[src/logic/ftc_pkg.sv]
package ftc_pkg;

    localparam int CLK_PERIOD_NS = 5;
    localparam int TICK_PERIOD_NS = 1000;
    localparam int TICK_CYC = TICK_PERIOD_NS / CLK_PERIOD_NS;
    localparam int TICK_US = TICK_PERIOD_NS / 1000;

    // Timer limits are 16 bits wide; all counts stay far below that.
    localparam int TMR_W = 16;

    // Least time in ticks, plus one tick for the unknown phase of the divider.
    function automatic int ftc_min_ticks(input int us);
        ftc_min_ticks = (us + TICK_US - 1) / TICK_US + 1;
    endfunction : ftc_min_ticks

    // Dominant timeout of transmit data, 0.75 ms least, 4 ms most.
    localparam int DOM_TIMEOUT_US = 750;
    localparam int DOM_TICKS = ftc_min_ticks(DOM_TIMEOUT_US);
    // Go-to-sleep hold time, 5 us least, 50 us most.
    localparam int SLEEP_HOLD_US = 5;
    localparam int SLEEP_TICKS = ftc_min_ticks(SLEEP_HOLD_US);
    // Local wake debounce time, 7 us least, 38 us most.
    localparam int WAKE_DEB_US = 7;
    localparam int WAKE_TICKS = ftc_min_ticks(WAKE_DEB_US);
    // Bus wake time: five dominant bits at 125 kbit/s.
    localparam int BUS_WAKE_US = 40;
    localparam int BUS_WAKE_TICKS = ftc_min_ticks(BUS_WAKE_US);
    // Failure filter delays into and out of single-wire operation.
    localparam int FAIL_SET_US = 30;
    localparam int FAIL_SET_TICKS = ftc_min_ticks(FAIL_SET_US);
    localparam int FAIL_CLR_US = 60;
    localparam int FAIL_CLR_TICKS = ftc_min_ticks(FAIL_CLR_US);

    // Failure classes: high wire faulty, low wire faulty, differential-tolerant.
    localparam int FAIL_H = 0;
    localparam int FAIL_L = 1;
    localparam int FAIL_D = 2;
    localparam int FAIL_N = 3;

    localparam logic POWER_FLAG_RST = 1'b1;

    typedef enum logic [4:0] {
        FTC_NORMAL   = 5'b00001,
        FTC_GOSLEEP  = 5'b00010,
        FTC_SLEEP    = 5'b00100,
        FTC_STANDBY  = 5'b01000,
        FTC_PWRSTBY  = 5'b10000
    } ftc_mode_e;

    localparam ftc_mode_e MODE_RST = FTC_STANDBY;

    // Inputs from outside the clock domain, synchronised together.
    typedef struct packed {
        logic txd;
        logic standby_ctrl_n;
        logic mode_sel;
        logic wake;
        logic canh_dom;
        logic canl_dom;
        logic diff_dom;
        logic [FAIL_N-1:0] fail;
        logic vcc_ok;
        logic vcc_por_ok;
        logic vbat_ok;
    } ftc_pins_s;

    // Output stage and termination controls.
    typedef struct packed {
        logic drive_dom;
        logic high_drv_en;
        logic low_drv_en;
        logic high_term_en;
        logic low_term_en;
        logic low_term_bat;
    } ftc_drv_s;

endpackage : ftc_pkg

[src/logic/ftc_delay.sv]
`timescale 1ns/1ps
module ftc_delay (
    input wire logic clk_i,
    input wire logic arst_n_i,
    input wire logic tick_i,
    input wire logic cond_i,
    input wire logic [ftc_pkg::TMR_W-1:0] limit_i,
    output logic hit_o
);

    logic [ftc_pkg::TMR_W-1:0] cnt_q;

    // Counts ticks while the condition holds; restarts when it drops.
    always_ff @(posedge clk_i or negedge arst_n_i)
    begin
        if (!arst_n_i)
        begin
            cnt_q <= '0;
            hit_o <= 1'b0;
        end
        else if (!cond_i)
        begin
            cnt_q <= '0;
            hit_o <= 1'b0;
        end
        else if (tick_i && !hit_o)
        begin
            cnt_q <= cnt_q + 1'b1;
            hit_o <= (cnt_q + 1'b1) >= limit_i;
        end
    end

endmodule : ftc_delay

[src/logic/ftc_mode_ctrl.sv]
`timescale 1ns/1ps
module ftc_mode_ctrl #(
    parameter int TICK_CYC_P = ftc_pkg::TICK_CYC,
    parameter int DOM_TICKS_P = ftc_pkg::DOM_TICKS,
    parameter int SLEEP_TICKS_P = ftc_pkg::SLEEP_TICKS,
    parameter int WAKE_TICKS_P = ftc_pkg::WAKE_TICKS,
    parameter int BUS_WAKE_TICKS_P = ftc_pkg::BUS_WAKE_TICKS,
    parameter int FAIL_SET_TICKS_P = ftc_pkg::FAIL_SET_TICKS,
    parameter int FAIL_CLR_TICKS_P = ftc_pkg::FAIL_CLR_TICKS
) (
    input wire logic clk_i,
    input wire logic arst_n_i,
    input wire logic txd_i,
    input wire logic standby_ctrl_n_i,
    input wire logic mode_sel_i,
    input wire logic wake_i,
    input wire logic canh_dom_i,
    input wire logic canl_dom_i,
    input wire logic diff_dom_i,
    input wire logic fail_high_wire_i,
    input wire logic fail_low_wire_i,
    input wire logic fail_diff_i,
    input wire logic vcc_ok_i,
    input wire logic vcc_por_ok_i,
    input wire logic vbat_ok_i,
    output logic rxd_o,
    output logic err_n_o,
    output logic regulator_on_out_o,
    output logic regulator_on_oe_n_o,
    output logic drive_dom_o,
    output logic high_drv_en_o,
    output logic low_drv_en_o,
    output logic high_wire_term_pin_en_o,
    output logic low_wire_term_pin_en_o,
    output logic low_wire_term_pin_bat_o,
    output logic single_wire_o,
    output logic [4:0] mode_o
);

    ////////////////////////////////////////////////////////////////////////////
    // Input synchronisation and slow timebase.
    ftc_pkg::ftc_pins_s pins_raw;
    ftc_pkg::ftc_pins_s pins;
    logic [15:0] div_q;
    logic tick_q;
    assign pins_raw = '{txd: txd_i, standby_ctrl_n: standby_ctrl_n_i, mode_sel: mode_sel_i,
                        wake: wake_i, canh_dom: canh_dom_i, canl_dom: canl_dom_i,
                        diff_dom: diff_dom_i,
                        fail: {fail_diff_i, fail_low_wire_i, fail_high_wire_i},
                        vcc_ok: vcc_ok_i, vcc_por_ok: vcc_por_ok_i, vbat_ok: vbat_ok_i};
    ftc_sync #(
        .W($bits(ftc_pkg::ftc_pins_s))
    ) u_sync (
        .clk_i(clk_i),
        .arst_n_i(arst_n_i),
        .d_i(pins_raw),
        .q_o(pins)
    );
    always_ff @(posedge clk_i or negedge arst_n_i)
    begin
        if (!arst_n_i)
        begin
            div_q <= '0;
            tick_q <= 1'b0;
        end
        else if (div_q == 16'(TICK_CYC_P - 1))
        begin
            div_q <= '0;
            tick_q <= 1'b1;
        end
        else
        begin
            div_q <= div_q + 16'h0001;
            tick_q <= 1'b0;
        end
    end

    ////////////////////////////////////////////////////////////////////////////
    // Mode state and supply fail-safe.
    ftc_pkg::ftc_mode_e state_q;
    ftc_pkg::ftc_mode_e state_d;
    logic is_normal;
    logic low_power;
    logic stb_eff;
    logic en_eff;
    logic wake_q;
    logic power_flag_q;
    logic sleep_hold_hit;
    assign is_normal = (state_q == ftc_pkg::FTC_NORMAL);
    assign low_power = !is_normal;
    // Missing logic supply or battery reads both control pins as low.
    assign stb_eff = pins.standby_ctrl_n && pins.vcc_ok && pins.vbat_ok;
    assign en_eff = pins.mode_sel && pins.vcc_ok && pins.vbat_ok;
    ftc_delay u_sleep_hold (
        .clk_i(clk_i),
        .arst_n_i(arst_n_i),
        .tick_i(tick_q),
        .cond_i(state_q == ftc_pkg::FTC_GOSLEEP),
        .limit_i(ftc_pkg::TMR_W'(SLEEP_TICKS_P)),
        .hit_o(sleep_hold_hit)
    );
    always_comb
    begin
        state_d = state_q;
        if (pins.vcc_por_ok)
        begin
            unique case (state_q)
                ftc_pkg::FTC_NORMAL,
                ftc_pkg::FTC_STANDBY,
                ftc_pkg::FTC_PWRSTBY:
                begin
                    unique case ({stb_eff, en_eff})
                        2'b11: state_d = ftc_pkg::FTC_NORMAL;
                        2'b10: state_d = ftc_pkg::FTC_PWRSTBY;
                        2'b01: state_d = (state_q == ftc_pkg::FTC_NORMAL) ? ftc_pkg::FTC_GOSLEEP
                                                                         : state_q;
                        2'b00: state_d = ftc_pkg::FTC_STANDBY;
                    endcase
                end
                ftc_pkg::FTC_GOSLEEP:
                begin
                    if (stb_eff && en_eff)
                        state_d = ftc_pkg::FTC_NORMAL;
                    else if (stb_eff)
                        state_d = ftc_pkg::FTC_PWRSTBY;
                    else if (!en_eff || wake_q || !pins.vbat_ok)
                        state_d = ftc_pkg::FTC_STANDBY;
                    else if (sleep_hold_hit)
                        state_d = ftc_pkg::FTC_SLEEP;
                end
                ftc_pkg::FTC_SLEEP:
                begin
                    if (stb_eff && en_eff)
                        state_d = ftc_pkg::FTC_NORMAL;
                    else if (stb_eff)
                        state_d = ftc_pkg::FTC_PWRSTBY;
                    else if (wake_q || !pins.vbat_ok)
                        state_d = ftc_pkg::FTC_STANDBY;
                end
            endcase
        end
        else if (state_q == ftc_pkg::FTC_SLEEP && (wake_q || !pins.vbat_ok))
            state_d = ftc_pkg::FTC_STANDBY;
    end

    always_ff @(posedge clk_i or negedge arst_n_i)
    begin
        if (!arst_n_i)
            state_q <= ftc_pkg::MODE_RST;
        else
            state_q <= state_d;
    end
    ////////////////////////////////////////////////////////////////////////////
    // Wake-up detection and power-on flag.
    logic wake_lvl_q;
    logic local_hit;
    logic bus_hit;
    ftc_delay u_local_wake (
        .clk_i(clk_i),
        .arst_n_i(arst_n_i),
        .tick_i(tick_q),
        .cond_i(low_power && (pins.wake != wake_lvl_q)),
        .limit_i(ftc_pkg::TMR_W'(WAKE_TICKS_P)),
        .hit_o(local_hit)
    );
    ftc_delay u_bus_wake (
        .clk_i(clk_i),
        .arst_n_i(arst_n_i),
        .tick_i(tick_q),
        .cond_i(low_power && (pins.canh_dom || pins.canl_dom)),
        .limit_i(ftc_pkg::TMR_W'(BUS_WAKE_TICKS_P)),
        .hit_o(bus_hit)
    );
    // The accepted wake level follows the pin in normal mode, so only
    // a debounced change seen in a low-power mode counts as a request.
    always_ff @(posedge clk_i or negedge arst_n_i)
    begin
        if (!arst_n_i)
            wake_lvl_q <= 1'b0;
        else if (is_normal || local_hit)
            wake_lvl_q <= pins.wake;
    end

    always_ff @(posedge clk_i or negedge arst_n_i)
    begin
        if (!arst_n_i)
            wake_q <= 1'b0;
        else if (low_power && (local_hit || bus_hit))
            wake_q <= 1'b1;
        else if (state_d == ftc_pkg::FTC_NORMAL)
            wake_q <= 1'b0;
    end
    always_ff @(posedge clk_i or negedge arst_n_i)
    begin
        if (!arst_n_i)
            power_flag_q <= ftc_pkg::POWER_FLAG_RST;
        else if (!pins.vbat_ok)
            power_flag_q <= 1'b1;
        else if (state_d == ftc_pkg::FTC_NORMAL)
            power_flag_q <= 1'b0;
    end
    ////////////////////////////////////////////////////////////////////////////
    // Failure filters and dominant timeout.
    logic [ftc_pkg::FAIL_N-1:0] fail_set_hit;
    logic [ftc_pkg::FAIL_N-1:0] fail_clr_hit;
    logic [ftc_pkg::FAIL_N-1:0] fail_q;
    logic [ftc_pkg::FAIL_N-1:0] fail_run;
    logic dom_hit;
    // Only the wire-disabling classes keep running in low-power modes.
    assign fail_run = is_normal ? '1 : ftc_pkg::FAIL_N'(3'b011);
    for (genvar g = 0; g < ftc_pkg::FAIL_N; g++)
    begin : g_fail
        ftc_delay u_set (
            .clk_i(clk_i),
            .arst_n_i(arst_n_i),
            .tick_i(tick_q),
            .cond_i(fail_run[g] && pins.fail[g] && !fail_q[g]),
            .limit_i(ftc_pkg::TMR_W'(FAIL_SET_TICKS_P)),
            .hit_o(fail_set_hit[g])
        );
        ftc_delay u_clr (
            .clk_i(clk_i),
            .arst_n_i(arst_n_i),
            .tick_i(tick_q),
            .cond_i(fail_run[g] && !pins.fail[g] && fail_q[g]),
            .limit_i(ftc_pkg::TMR_W'(FAIL_CLR_TICKS_P)),
            .hit_o(fail_clr_hit[g])
        );
        always_ff @(posedge clk_i or negedge arst_n_i)
        begin
            if (!arst_n_i)
                fail_q[g] <= 1'b0;
            else if (fail_set_hit[g])
                fail_q[g] <= 1'b1;
            else if (fail_clr_hit[g])
                fail_q[g] <= 1'b0;
        end
    end
    ftc_delay u_dom_timeout (
        .clk_i(clk_i),
        .arst_n_i(arst_n_i),
        .tick_i(tick_q),
        .cond_i(is_normal && !pins.txd),
        .limit_i(ftc_pkg::TMR_W'(DOM_TICKS_P)),
        .hit_o(dom_hit)
    );
    ////////////////////////////////////////////////////////////////////////////
    // Registered outputs.
    ftc_pkg::ftc_drv_s drv_d;
    logic normal_d;
    logic rx_dom;
    assign normal_d = (state_d == ftc_pkg::FTC_NORMAL);
    // A differential-class failure never reconfigures the stages, so a
    // frame in progress is not disturbed by it or by its recovery.
    always_comb
    begin
        drv_d.drive_dom = normal_d && !pins.txd && !dom_hit;
        drv_d.high_drv_en = normal_d && !fail_q[ftc_pkg::FAIL_H];
        drv_d.low_drv_en = normal_d && !fail_q[ftc_pkg::FAIL_L];
        drv_d.high_term_en = !fail_q[ftc_pkg::FAIL_H];
        drv_d.low_term_en = normal_d && !fail_q[ftc_pkg::FAIL_L];
        drv_d.low_term_bat = !normal_d && !fail_q[ftc_pkg::FAIL_L];
    end

    // Receive path picks the healthy wire in single-wire operation.
    always_comb
    begin
        if (fail_q[ftc_pkg::FAIL_H])
            rx_dom = pins.canl_dom;
        else if (fail_q[ftc_pkg::FAIL_L])
            rx_dom = pins.canh_dom;
        else
            rx_dom = pins.diff_dom;
    end

    always_ff @(posedge clk_i or negedge arst_n_i)
    begin
        if (!arst_n_i)
        begin
            drive_dom_o <= 1'b0;
            high_drv_en_o <= 1'b0;
            low_drv_en_o <= 1'b0;
            high_wire_term_pin_en_o <= 1'b1;
            low_wire_term_pin_en_o <= 1'b0;
            low_wire_term_pin_bat_o <= 1'b1;
            single_wire_o <= 1'b0;
        end
        else
        begin
            drive_dom_o <= drv_d.drive_dom;
            high_drv_en_o <= drv_d.high_drv_en;
            low_drv_en_o <= drv_d.low_drv_en;
            high_wire_term_pin_en_o <= drv_d.high_term_en;
            low_wire_term_pin_en_o <= drv_d.low_term_en;
            low_wire_term_pin_bat_o <= drv_d.low_term_bat;
            single_wire_o <= fail_q[ftc_pkg::FAIL_H] || fail_q[ftc_pkg::FAIL_L];
        end
    end

    always_ff @(posedge clk_i or negedge arst_n_i)
    begin
        if (!arst_n_i)
        begin
            rxd_o <= 1'b1;
            err_n_o <= 1'b1;
        end
        else if (normal_d)
        begin
            rxd_o <= !rx_dom;
            err_n_o <= !(|fail_q);
        end
        else
        begin
            rxd_o <= !wake_q;
            err_n_o <= (state_d == ftc_pkg::FTC_PWRSTBY) ? !power_flag_q : !wake_q;
        end
    end

    // Regulator enable floats only in sleep; sleep is left on any wake.
    always_ff @(posedge clk_i or negedge arst_n_i)
    begin
        if (!arst_n_i)
        begin
            regulator_on_out_o <= 1'b1;
            regulator_on_oe_n_o <= 1'b0;
            mode_o <= ftc_pkg::MODE_RST;
        end
        else
        begin
            regulator_on_out_o <= (state_d != ftc_pkg::FTC_SLEEP);
            regulator_on_oe_n_o <= (state_d == ftc_pkg::FTC_SLEEP);
            mode_o <= state_d;
        end
    end

endmodule : ftc_mode_ctrl

[src/logic/ftc_sync.sv]
`timescale 1ns/1ps
module ftc_sync #(
    parameter int W = 1
) (
    input wire logic clk_i,
    input wire logic arst_n_i,
    input wire logic [W-1:0] d_i,
    output logic [W-1:0] q_o
);

    logic [W-1:0] s1_q;
    logic [W-1:0] s2_q;
    logic [W-1:0] s3_q;

    always_ff @(posedge clk_i or negedge arst_n_i)
    begin
        if (!arst_n_i)
        begin
            s1_q <= '0;
            s2_q <= '0;
            s3_q <= '0;
        end
        else
        begin
            s1_q <= d_i;
            s2_q <= s1_q;
            s3_q <= s2_q;
        end
    end

    // A bit changes only once the second and third stages agree.
    always_ff @(posedge clk_i or negedge arst_n_i)
    begin
        if (!arst_n_i)
            q_o <= '0;
        else
            for (int i = 0; i < W; i++)
                if (s2_q[i] == s3_q[i])
                    q_o[i] <= s3_q[i];
    end

endmodule : ftc_sync

[config.mk]
export PLATFORM = sky130hd
export DESIGN_NAME = ftc_mode_ctrl
export DESIGN_NICKNAME = d
export VERILOG_FILES = /design/src/logic/ftc_pkg.sv /design/src/logic/ftc_delay.sv /design/src/logic/ftc_mode_ctrl.sv /design/src/logic/ftc_sync.sv
export SDC_FILE = /design/constraint.sdc
export NUM_CORES = 1
export LEC_CHECK = 0
export ABC_AREA = 1
export BUFFER_PORTS_ARGS = -buffer_cell sky130_fd_sc_hd__buf_4
export CORE_UTILIZATION = 50
export CTS_CLUSTER_SIZE = 8
export DETAILED_ROUTE_END_ITERATION = 8
export GPL_TIMING_DRIVEN = 0
export PLACE_DENSITY_LB_ADDON = 0.08
export SLEW_MARGIN = 20
export SYNTH_ARGS = -nofsm -noshare
export SYNTH_HDL_FRONTEND = slang
export SYNTH_SLANG_ARGS = --single-unit
[constraint.sdc]
create_clock -name clk_i -period 2.5 [get_ports clk_i]
set_input_delay 0.125 -clock clk_i [delete_from_list [all_inputs] [get_ports clk_i]]
set_output_delay 0.125 -clock clk_i [all_outputs]
set_load 0.01 [all_outputs]
==> summary.txt, run 1 <==
Power and ir drop
  • Internal cell power: 7.33 mW
  • Peak supply drop: 474 uV
  • Leak: 7.07 nW
  • Combinational fraction of design power: 3.7%
  • Total power: 9.48 mW
  • P_sw: 2.15 mW
  • Sequential share of power: 45.8%
  • Sw Ratio: 22.7%
  • Cell area power density: 604 mW/mm^2
  • Clk pwr share: 50.5%

Final layout
  • Layout net count: 1834
  • N_diodes: 0
  • Fin cells: 2163
  • Finished Core Util: 58.4%
  • Area of the multi-input gates: 0.00614 mm^2
  • Ratio of cells with drive above 1 in the final layout: 7.79%
  • Area occupied by registers: 0.00652 mm^2
  • Fill cells: 2441
  • Synthesis-to-finish area growth: 14.6%

Detailed routing
  • DRC: 0
  • Max Used Layer: met4
  • Wire length on met3: 881 um
  • M1 wire length: 14.3 mm
  • Pre-antenna DRT Iters: 5
  • Initial DRC count: 643
  • Routed length per instance: 13.7 um
  • Met2 wire length: 13.7 mm
  • Final ANT Viol Nets: 0
  • Vias/cell: 5.19
  • DRT Wirelength: 29.6 mm
  • Via count: 11234

Setup path
  • Worst path arrival time: 2.58 ns
  • Crit-path cells: ha_1 > nand3_1 > nor2_1 > nand2_1 > nor2_2 > xor2_1 > nand2_1 > nor2_1 > nand4_1 > nand3_1 > nand2_1
  • Cell family with most CP delay: simple AND/OR/NAND/NOR gates
  • Critical path launch point type: register
  • Critical Path Sink Type: register
  • Worst path max stage delay: 0.43 ns
  • Critical path buffers and inverters: 0
  • Worst path slowest cell: dfrtp_1
  • Reg2Reg Launch Point: g_fail[2].u_clr.cnt_q[0]
  • Crit Path Class: register to register
  • Worst Path Required: 2.91 ns
  • Crit path from: g_fail[2].u_clr.cnt_q[0]
  • Crit path max fanout: 6
  • Most used cell, CP: nand2_1

Clocking
  • Worst skew pair latency: 0.52 ns
  • CTS Buf Count: 38
  • Post_cts resized: 0
  • CTS Sinks: 260
  • Clock transition at path regs: 0.05 ns
  • Root buffer selected by CTS: clkbuf_16
  • Hold_buf cts: 14
  • Setup bufs post-CTS: 0
  • Clk buf depth: 3
  • TritonCTS clock tree: yes
  • H-tree depth: 2

Floorplanning
  • Die ar.: 0.0280 mm^2
  • Initial core utilization: 50.9%
  • Ports: 31
  • Die H: 167 um
  • Core area: 0.0269 mm^2
  • Width of the die: 167 um
  • Row cnt: 60

Yosys
  • Area contributors post-synth: dfrtp_1 (46%), nand2_1 (11%), inv_1 (6.6%)
  • Top post-synthesis cells by count: nand2_1 (408), dfrtp_1 (253), inv_1 (241)
  • Cell Area, Synth: 0.0137 mm^2
  • Sequential area share after synthesis: 47.6%
  • Register bit total from synthesis: 260
  • FFs w/ async S/R, synth: 100%
  • Average size of a mapped cell: 8.01 um^2
  • Synth Flop Type: dfrtp_1
  • Simple-gate share of the synthesized area: 27.3%
  • Top-count cell post-synth: nand2_1
  • Post-Synth Adder-Cell Area: 3.14%
  • XOR/XNOR Fraction of Synth Area: 5.89%
  • Top-area cell type share of the netlist area: 46.3%
  • Mapped Nets: 1747
  • Synth Instances: 1708
  • Mux contribution to synthesized area: 0.0823%
  • Synth warn: 0
  • Post-synth top area cell: dfrtp_1
  • Compound-Gate Fraction of Synth Area: 8.46%
  • Combinational family with the most area after synthesis: simple AND/OR/NAND/NOR gates
  • EDFF count, synth: 0
  • Synth cell types: 42

GRT
  • Global route overflow: 0
  • Antenna violations before repair: 0
  • All-Layer GR Usage: 21.8%
  • Global-route wire length before repair: 51.0 mm
  • Vias in the first global route: 10994
  • Largest net degree at the start of global routing: 83

Timing
  • Worst slew pin tran: 0.661 ns
  • Worst Skew: 0.0189 ns
  • Peak Freq: 461 MHz
  • Period utilization: 86.7%
  • RSZ-0062 raised after global routing: false
  • Crit path time final: 2.17 ns
  • Fin. max-slew vios: 0
  • Final Hold Viols: 0
  • Final setup fails: 0
  • Slew headroom: 55.6%
  • Final worst slack: 0.332 ns

Job
  • Number of max-cap violations: 0

Place
  • Dpl hpwl: 21.1 mm
  • Placed insts: 2082
  • DP Worst Slack: 0.355 ns
  • Routability-driven placement congestion ratio: 0.871
  • Port Buf Inserts: 30

Run status
  • Outcome: finished, final reports clean

Worst hold path
  • Min-delay worst type: input pin to async pin
state kept, by name, summed over array words and instances (netlist names), 5 cells and up:
signal               cells
u_sync.s2_q             13
u_sync.s1_q             13
u_sync.q_o              13
mode_o                   5
u_sync.s3_q             13
u_local_wake.cnt_q      16
g_fail.u_clr.cnt_q      48
u_dom_timeout.cnt_q     16
u_sleep_hold.cnt_q      16
g_fail.u_set.cnt_q      48
div_q                   16
u_bus_wake.cnt_q        16
power by group through the flow:
| stage | Sequential (mW) | Clock [mW] | Combinational [mW] |
|---|---|---|---|
| finish | 4.34 | 4.79 | 0.352 |
| global route | 4.34 | 5.07 | 0.402 |
| global placement | 4.41 | 0 | 0.321 |
| detailed placement | 4.41 | 0 | 0.342 |
| CTS | 4.34 | 4.91 | 0.361 |
| floorplan | 4.39 | 0 | 0.159 |
metal layers:
| metal | GRT usage, % | vias up |
|---|---|---|
| met5 | 0 | - |
| li1 | - | 5755 |
| met3 | 2.95 | 57 |
| met4 | 6.58 | 0 |
| met1 | 29.4 | 5264 |
| met2 | 36.7 | 158 |
final timing paths:
kind	to	slack, ns	cells past startpoint
min	u_dom_timeout.cnt_q[12]	0.09	2
max	g_fail[2].u_clr.hit_o	0.33	11
max in group asynchronous	err_n_o	1.36	4
max reg2reg	g_fail[2].u_clr.hit_o	0.33	11
min in group clk_i	u_sync.s1_q[3]	0.26	2
min reg2reg	u_sync.s2_q[0]	0.35	0
metrics by stage:
stage | hold WS [ns] | cell area [um^2] | TNS (ns)
after global routing | 0.143 | 15700 | 0
after global placement | 0.235 | 14300 | -222.04
after floorplan | -0.171 | 13700 | 0
final | 0.0898 | 15700 | 0
after detailed placement | 0.0578 | 14400 | 0
after CTS | 0.105 | 15700 | 0
kinds of logic (layout without fill, tap and decap cells):
family                   count (synthesis)  count (layout)
multiplexers                             1               1
flip-flops                             260             260
AND/OR/NAND/NOR                        845             845
XOR/XNOR                                92              92
AO/OA/AOI/OAI                          202             202
buffers and inverters                  271             385
adder cells (fa/ha/maj)                 37              37
final cells by class:
| type | instances | area share (%) |
|---|---|---|
| sequential | 260 | 41.5 |
| multi-input combinational | 1177 | 39.2 |
| clock buffer | 65 | 6.91 |
| inverter | 251 | 6.01 |
| timing repair buffer | 47 | 2.90 |
| tap | 341 | 2.72 |
| buffer | 20 | 0.566 |
| clock inverter | 2 | 0.184 |
cells in the final DEF (no fill, tap or decap), types with 24 or more instances in the layout:
master	count
clkbuf_1	34
dfrtp_1	253
clkbuf_16	39
nor3_1	52
xor2_1	89
o21ai_0	91
nand3_1	142
nor2_1	154
o22ai_1	86
inv_1	241
nand4_1	42
nand2_1	408
buf_4	30
ha_1	24
Power figures use the tool's default switching activity.
==> inputs of run 2 (changes only) <==
--- a/config.mk
+++ b/config.mk
@@ -7,6 +7,7 @@
 export LEC_CHECK = 0
 export ABC_AREA = 1
 export BUFFER_PORTS_ARGS = -buffer_cell sky130_fd_sc_hd__buf_4
+export CAP_MARGIN = 40
 export CORE_UTILIZATION = 50
 export CTS_CLUSTER_SIZE = 8
 export DETAILED_ROUTE_END_ITERATION = 8
@@ -15,4 +16,5 @@
 export SLEW_MARGIN = 20
 export SYNTH_ARGS = -nofsm -noshare
 export SYNTH_HDL_FRONTEND = slang
+export SYNTH_HIERARCHICAL = 1
 export SYNTH_SLANG_ARGS = --single-unit
==> summary.txt, run 2 <==
Yosys
  • Compound-Gate Fraction of Synth Area: 7.25%
  • XOR/XNOR Fraction of Synth Area: 3.82%
  • Average size of a mapped cell: 7.31 um^2
  • Mux contribution to synthesized area: 0.0622%
  • Synth cell types: 35
  • Register bit total from synthesis: 260
  • Area contributors post-synth: dfrtp_1 (35%), nand2_1 (14%), ha_1 (12%)
  • FFs w/ async S/R, synth: 100%
  • Simple-gate share of the synthesized area: 29.8%
  • Cell Area, Synth: 0.0181 mm^2
  • Top-count cell post-synth: nand2_1
  • Combinational family with the most area after synthesis: simple AND/OR/NAND/NOR gates
  • Synth Instances: 2477
  • Top-area cell type share of the netlist area: 35.0%
  • Top post-synthesis cells by count: nand2_1 (665), inv_1 (504), dfrtp_1 (253)
  • Sequential area share after synthesis: 36.0%
  • Synth Flop Type: dfrtp_1
  • EDFF count, synth: 0
  • Post-synth top area cell: dfrtp_1
  • Post-Synth Adder-Cell Area: 11.8%
  • Synth warn: 6

Clocking
  • CTS Buf Count: 38
  • TritonCTS clock tree: yes
  • CTS Sinks: 260
  • Worst skew pair latency: 0.54 ns
  • Clock transition at path regs: 0.05 ns
  • Clk buf depth: 3
  • H-tree depth: 2
  • Root buffer selected by CTS: clkbuf_16

Detailed routing
  • Via count: 15518
  • Pre-antenna DRT Iters: 7
  • DRC: 0
  • Vias/cell: 4.83
  • DRT Wirelength: 38.2 mm
  • Routed length per instance: 11.9 um
  • Final ANT Viol Nets: 0
  • Initial DRC count: 603

Floorplanning
  • Width of the die: 192 um
  • Ports: 31
  • Initial core utilization: 50.9%
  • Die ar.: 0.0370 mm^2
  • Die H: 192 um
  • Core area: 0.0356 mm^2
  • Row cnt: 69

Final layout
  • Synthesis-to-finish area growth: 16.4%
  • Fin cells: 3213
  • Fill cells: 3312
  • Top flop regs: g_fail.u_clr/cnt_q x48, g_fail.u_set/cnt_q x48
  • Commonest non-fill, non-tap cell in the layout: nand2_1
  • Finished Core Util: 59.3%
  • Layout net count: 2921
  • Most frequent cells in the layout: nand2_1 (662), inv_1 (504), dfrtp_1 (243)
  • Ratio of cells with drive above 1 in the final layout: 8.43%
  • N_diodes: 0

Timing
  • RSZ-0062 raised after global routing: true
  • WHS: 0.0357 ns
  • Final Hold Viols: 0
  • Worst slew pin tran: 0.535 ns
  • Fin. max-slew vios: 0
  • Crit path time final: 2.33 ns
  • Worst Skew: 0.0203 ns
  • Peak Freq: 430 MHz
  • Final worst slack: 0.175 ns
  • Period utilization: 93.0%
  • Slew headroom: 63.9%
  • Final setup fails: 0

GRT
  • Antenna violations before repair: 0
  • All-Layer GR Usage: 21.8%
  • Vias in the first global route: 14995
  • Global route overflow: 0
  • Largest net degree at the start of global routing: 86
  • Global-route wire length before repair: 66.9 mm

Job
  • Number of max-cap violations: 0

Place
  • Placed insts: 3130
  • Routability-driven placement congestion ratio: 0.837
  • DP Worst Slack: -0.0239 ns
  • Dpl hpwl: 28.6 mm
  • Port Buf Inserts: 30

Setup path
  • Critical Path Sink Type: register
  • Worst Path Required: 2.97 ns
  • Crit Path Class: register to register
  • Worst path arrival time: 2.79 ns
  • Critical path launch point type: register
  • Crit path max fanout: 5
  • Reg2reg setup slack: 0.17 ns

Worst hold path
  • Min-delay worst type: input pin to async pin

Power and ir drop
  • Peak supply drop: 614 uV
  • Cell area power density: 456 mW/mm^2
  • Leak: 11.7 nW

Run status
  • Outcome: finished, final reports clean
==> run 2: cell types whose count changed in the layout (fill, tap and decap cells not counted), moves of 17 or more <==
cell / change
inv_1: +263
nand2_1: +254
conb_1: +160
ha_1: +141
a21oi_1: +69
and2_1: +58
o22ai_1: -55
nor2_1: -47
o21ai_1: +26
nand2_2: +22
nand3_2: +18
clkbuf_1: -17
==> run 2: stage by stage <==
step / power, mW / cell area (um^2) / setup TNS (ns)
CTS: 9.77 / 20800 / 0
global placement: 4.97 / 19500 / -249.35
global route: 10.1 / 21100 / -0.0686
detailed placement: 5.02 / 19600 / -0.0463
floorplan: 4.77 / 18700 / 0
finish: 9.61 / 21100 / 0
==> run 2: cells by family after synthesis <==
logic type | after synthesis
buffers and inverters | 537
adder cells (fa/ha/maj) | 171
XOR/XNOR | 79
AND/OR/NAND/NOR | 1185
other | 2
flip-flops | 260
AO/OA/AOI/OAI | 242
multiplexers | 1
==> run 2: area by class of cell <==
| cell class | count | area, um^2 | share of cell area (%) |
|---|---|---|---|
| Buffer | 12 | 62.6 | 0.297 |
| Clock buffer | 56 | 1040 | 4.93 |
| Clock inverter | 1 | 8.76 | 0.0415 |
| Inverter | 525 | 1970 | 9.35 |
| Multi-Input combinational cell | 1838 | 10300 | 49.0 |
| Sequential cell | 260 | 6530 | 31.0 |
| Tap cell | 461 | 577 | 2.74 |
| Timing Repair Buffer | 60 | 568 | 2.69 |
==> run 2: power breakdown <==
group	total, mW	internal, mW	switching (mW)
sequential	4.36	4.30	0.0615
combinational	0.608	0.209	0.398
clock	4.64	2.83	1.81
total	9.61	7.34	2.27
==> run 2: layer usage <==
metal	up-vias	global-route usage, %	wire, um
met5	-	0	0
met4	0	5.12	651
met3	44	3.26	1220
met2	198	37.9	18100
met1	7111	28.5	18200
li1	8165	-	-
==> run 2: worst max-delay path: stages (launching register included) <==
cell     delay (ns)
dfrtp_2        0.41
ha_2           0.22
nand3_2        0.12
nor2_4         0.12
nand2_1        0.10
nor2_1         0.12
nand2_1        0.07
and2_1         0.16
ha_1           0.28
nand4_1        0.14
nor2_2         0.15
nand2_1        0.06
inv_1          0.04
nand2_1        0.07
nand2_1        0.07
nand2_1        0.05
nand2_1        0.06
==> run 2: repair_timing <==
action,in CTS,in global routing
endpoints found under the hold margin,187,0
gates resized for setup,1,51
endpoints found under the setup margin,5,19
hold buffers,14,0
buffers inserted,0,12
pin swaps,0,15
==> run 2: final timing paths <==
path,cells past startpoint,end,from
worst min-delay path,2,u_bus_wake/hit_o,arst_n_i
worst min register to register,0,u_sync/s2_q[6],u_sync/s1_q[6]
worst max register to register,16,g_fail[1].u_clr/hit_o,g_fail[1].u_clr/cnt_q[0]
min in group clk_i,2,u_sync/s1_q[10],mode_sel_i
worst max-delay path,16,g_fail[1].u_clr/hit_o,g_fail[1].u_clr/cnt_q[0]
max in group asynchronous,4,u_dom_timeout/cnt_q[0],arst_n_i
==> inputs of run 3 (changes only) <==
--- a/config.mk
+++ b/config.mk
@@ -5,7 +5,7 @@
 export SDC_FILE = /design/constraint.sdc
 export NUM_CORES = 1
 export LEC_CHECK = 0
-export ABC_AREA = 1
+export ABC_AREA = 0
 export BUFFER_PORTS_ARGS = -buffer_cell sky130_fd_sc_hd__buf_4
 export CAP_MARGIN = 40
 export CORE_UTILIZATION = 50
@@ -16,5 +16,4 @@
 export SLEW_MARGIN = 20
 export SYNTH_ARGS = -nofsm -noshare
 export SYNTH_HDL_FRONTEND = slang
-export SYNTH_HIERARCHICAL = 1
 export SYNTH_SLANG_ARGS = --single-unit
==> summary.txt, run 3 <==
Detailed routing
  • Via count: 10547
  • Vias/cell: 5.53
  • Initial DRC count: 510
  • Pre-antenna DRT Iters: 6
  • Routed length per instance: 14.7 um
  • DRC: 0
  • Final ANT Viol Nets: 0
  • DRT Wirelength: 28.0 mm

Yosys
  • Synth warn: 0
  • Area contributors post-synth: dfrtp_1 (47%), xor2_1 (7.1%), nor2_1 (5.5%)
  • Average size of a mapped cell: 9.36 um^2
  • FFs w/ async S/R, synth: 100%
  • Sequential area share after synthesis: 47.9%
  • Register bit total from synthesis: 260
  • Cell Area, Synth: 0.0136 mm^2
  • Top post-synthesis cells by count: dfrtp_1 (253), nor2_1 (198), nand2_1 (127)
  • Mapped Nets: 1493
  • Synth Flop Type: dfrtp_1
  • Post-synth top area cell: dfrtp_1
  • EDFF count, synth: 0
  • Top-area cell type share of the netlist area: 46.5%
  • Synth cell types: 71
  • Top-count cell post-synth: dfrtp_1
  • Synth Instances: 1454

Final layout
  • Top flop regs: g_fail.u_clr.cnt_q x48, g_fail.u_set.cnt_q x48
  • Synthesis-to-finish area growth: 15.1%
  • Most frequent cells in the layout: dfrtp_1 (251), nor2_1 (197), nand2_1 (127)
  • Layout net count: 1587
  • Ratio of cells with drive above 1 in the final layout: 8.24%
  • N_diodes: 0
  • Commonest non-fill, non-tap cell in the layout: dfrtp_1
  • Fill cells: 2369

Timing
  • Slew headroom: 55.1%
  • Period utilization: 95.3%
  • Fin. max-slew vios: 0
  • Final Hold Viols: 0
  • Peak Freq: 420 MHz
  • Crit path time final: 2.38 ns
  • Sum of negative setup slack: 0 ns
  • Worst slew pin tran: 0.668 ns
  • RSZ-0062 raised after global routing: false
  • Worst Skew: 0.0158 ns
  • Final setup fails: 0

GRT
  • Antenna violations before repair: 1
  • All-Layer GR Usage: 20.9%
  • Vias in the first global route: 10061
  • Gr busiest metal: met2
  • GR Layer Usage met1: 29.3%
  • Global-route wire length before repair: 48.7 mm
  • GR Layer Usage met3: 3.04%
  • Met2 usage in global routing: 33.4%
  • Global route overflow: 0
  • Largest net degree at the start of global routing: 98

Clocking
  • CTS Sinks: 260
  • TritonCTS clock tree: yes
  • CTS Buf Count: 38
  • Clock transition at path regs: 0.05 ns
  • Worst skew pair latency: 0.52 ns
  • Root buffer selected by CTS: clkbuf_16
  • Clk buf depth: 3
  • H-tree depth: 2

Setup path
  • Crit-path cells: or3_4 > nor3_1 > o31a_1 > o32a_4 > or4_4 > buf_6 > nor3_2
  • Worst path max stage delay: 0.59 ns
  • Crit Path Class: register to register
  • Worst path arrival time: 2.79 ns
  • Crit path max fanout: 7
  • Worst path slowest cell: dfstp_2
  • Critical Path Sink Type: register
  • Worst Path Required: 2.90 ns
  • Critical path launch point type: register

Floorplanning
  • Width of the die: 167 um
  • Ports: 31
  • Row cnt: 60
  • Die ar.: 0.0279 mm^2
  • Core area: 0.0268 mm^2
  • Die H: 167 um
  • Initial core utilization: 50.8%

Place
  • Port Buf Inserts: 30
  • Routability-driven placement congestion ratio: 0.872
  • Dpl hpwl: 18.5 mm

Power and ir drop
  • Leak: 6.33 nW
  • Peak supply drop: 541 uV
  • Total power: 9.40 mW
  • Cell area power density: 600 mW/mm^2

Worst hold path
  • Min-delay worst type: input pin to async pin

Run status
  • Outcome: finished, final reports clean

Job
  • Number of max-cap violations: 0
run 3: cell count changes in the layout (fill, tap and decap cells not counted), moves of 51 or more:
cell	before	now
conb_1	160	0
inv_1	504	39
clkbuf_1	17	68
nor2_1	107	197
nand2_1	662	127
nand3_1	151	77
and2_1	59	7
ha_1	165	24
xnor2_1	4	58
run 3: path summary, 6_finish.rpt:
kind / startpoint / endpoint / slack (ns) / cells after the start
setup / recovery: mode_o[3] / drive_dom_o / 0.12 / 7
min in group clk_i: canh_dom_i / u_sync.s1_q[8] / 0.25 / 2
hold reg to reg: u_sync.s1_q[10] / u_sync.s2_q[10] / 0.35 / 0
setup reg to reg: mode_o[3] / drive_dom_o / 0.12 / 7
hold / removal: arst_n_i / u_local_wake.cnt_q[13] / 0.21 / 2
max in group asynchronous: arst_n_i / g_fail[2].u_set.cnt_q[12] / 1.36 / 3
run 3: layout make-up:
| type | count | area, um^2 | share of cell area (%) |
|---|---|---|---|
| Sequential cell | 260 | 6520 | 41.6 |
| Buffer | 64 | 264 | 1.69 |
| Inverter | 39 | 146 | 0.935 |
| Clock buffer | 57 | 1090 | 6.93 |
| Multi-Input combinational cell | 1090 | 6720 | 42.9 |
| Timing Repair Buffer | 55 | 497 | 3.17 |
| Tap cell | 341 | 427 | 2.72 |
run 3: power by group:
group / leakage [nW] / switching [mW] / internal [mW]
Clock: 0.524 / 1.77 / 2.95
Combinational: 2.33 / 0.223 / 0.118
Sequential: 3.47 / 0.0513 / 4.29
run 3: kinds of logic after synthesis:
group / count (synthesis) / share of synthesized area, %
and+or+nand+nor: 681 / 24.9
DFF: 260 / 47.9
AOI/OAI and AO/OA: 188 / 9.04
xor gates and xnor gates: 168 / 10.8
buffers and inverters: 104 / 3.02
adders and majority gates: 38 / 3.24
muxes: 15 / 1.16
run 3: per-layer routing:
metal	vias up	part of all wire [%]
met4	0	2.1
li1	5277	-
met2	170	46
met5	-	0
met3	52	3.9
met1	5048	48
run 3: critical path, delay by kind of cell, from the launching register on:
| family | cells | cell delay [ns] |
|---|---|---|
| AND/OR/NAND/NOR | 4 | 0.87 |
| AO/OA/AOI/OAI | 2 | 0.65 |
| flip-flops | 1 | 0.59 |
| buffers and inverters | 1 | 0.16 |
run 3: what timing repair did:
action                                 4_1_cts  5_1_grt
hold buffers                                14        0
gates resized for setup                      4       12
setup buffers                                2        5
endpoints found under the hold margin       86        0
setup endpoints to repair                   54       43
pin swaps                                    1        5
run 3: stage by stage:
step | instance area, um^2 | hold WS (ns) | worst slack (ns) | utilization, % | std cells
2_1_floorplan | 13600 | -0.171 | 0.188 | - | 1454
3_3_place_gp | 14300 | 0.235 | -0.902 | 53.2 | 1825
3_5_place_dp | 14300 | 0.181 | -0.269 | 53.5 | 1829
4_1_cts | 15600 | 0.234 | 0.0102 | 58.2 | 1901
5_1_grt | 15700 | 0.251 | 0.00593 | 58.4 | 1906
6_report | 15700 | 0.208 | 0.118 | 58.4 | 1906
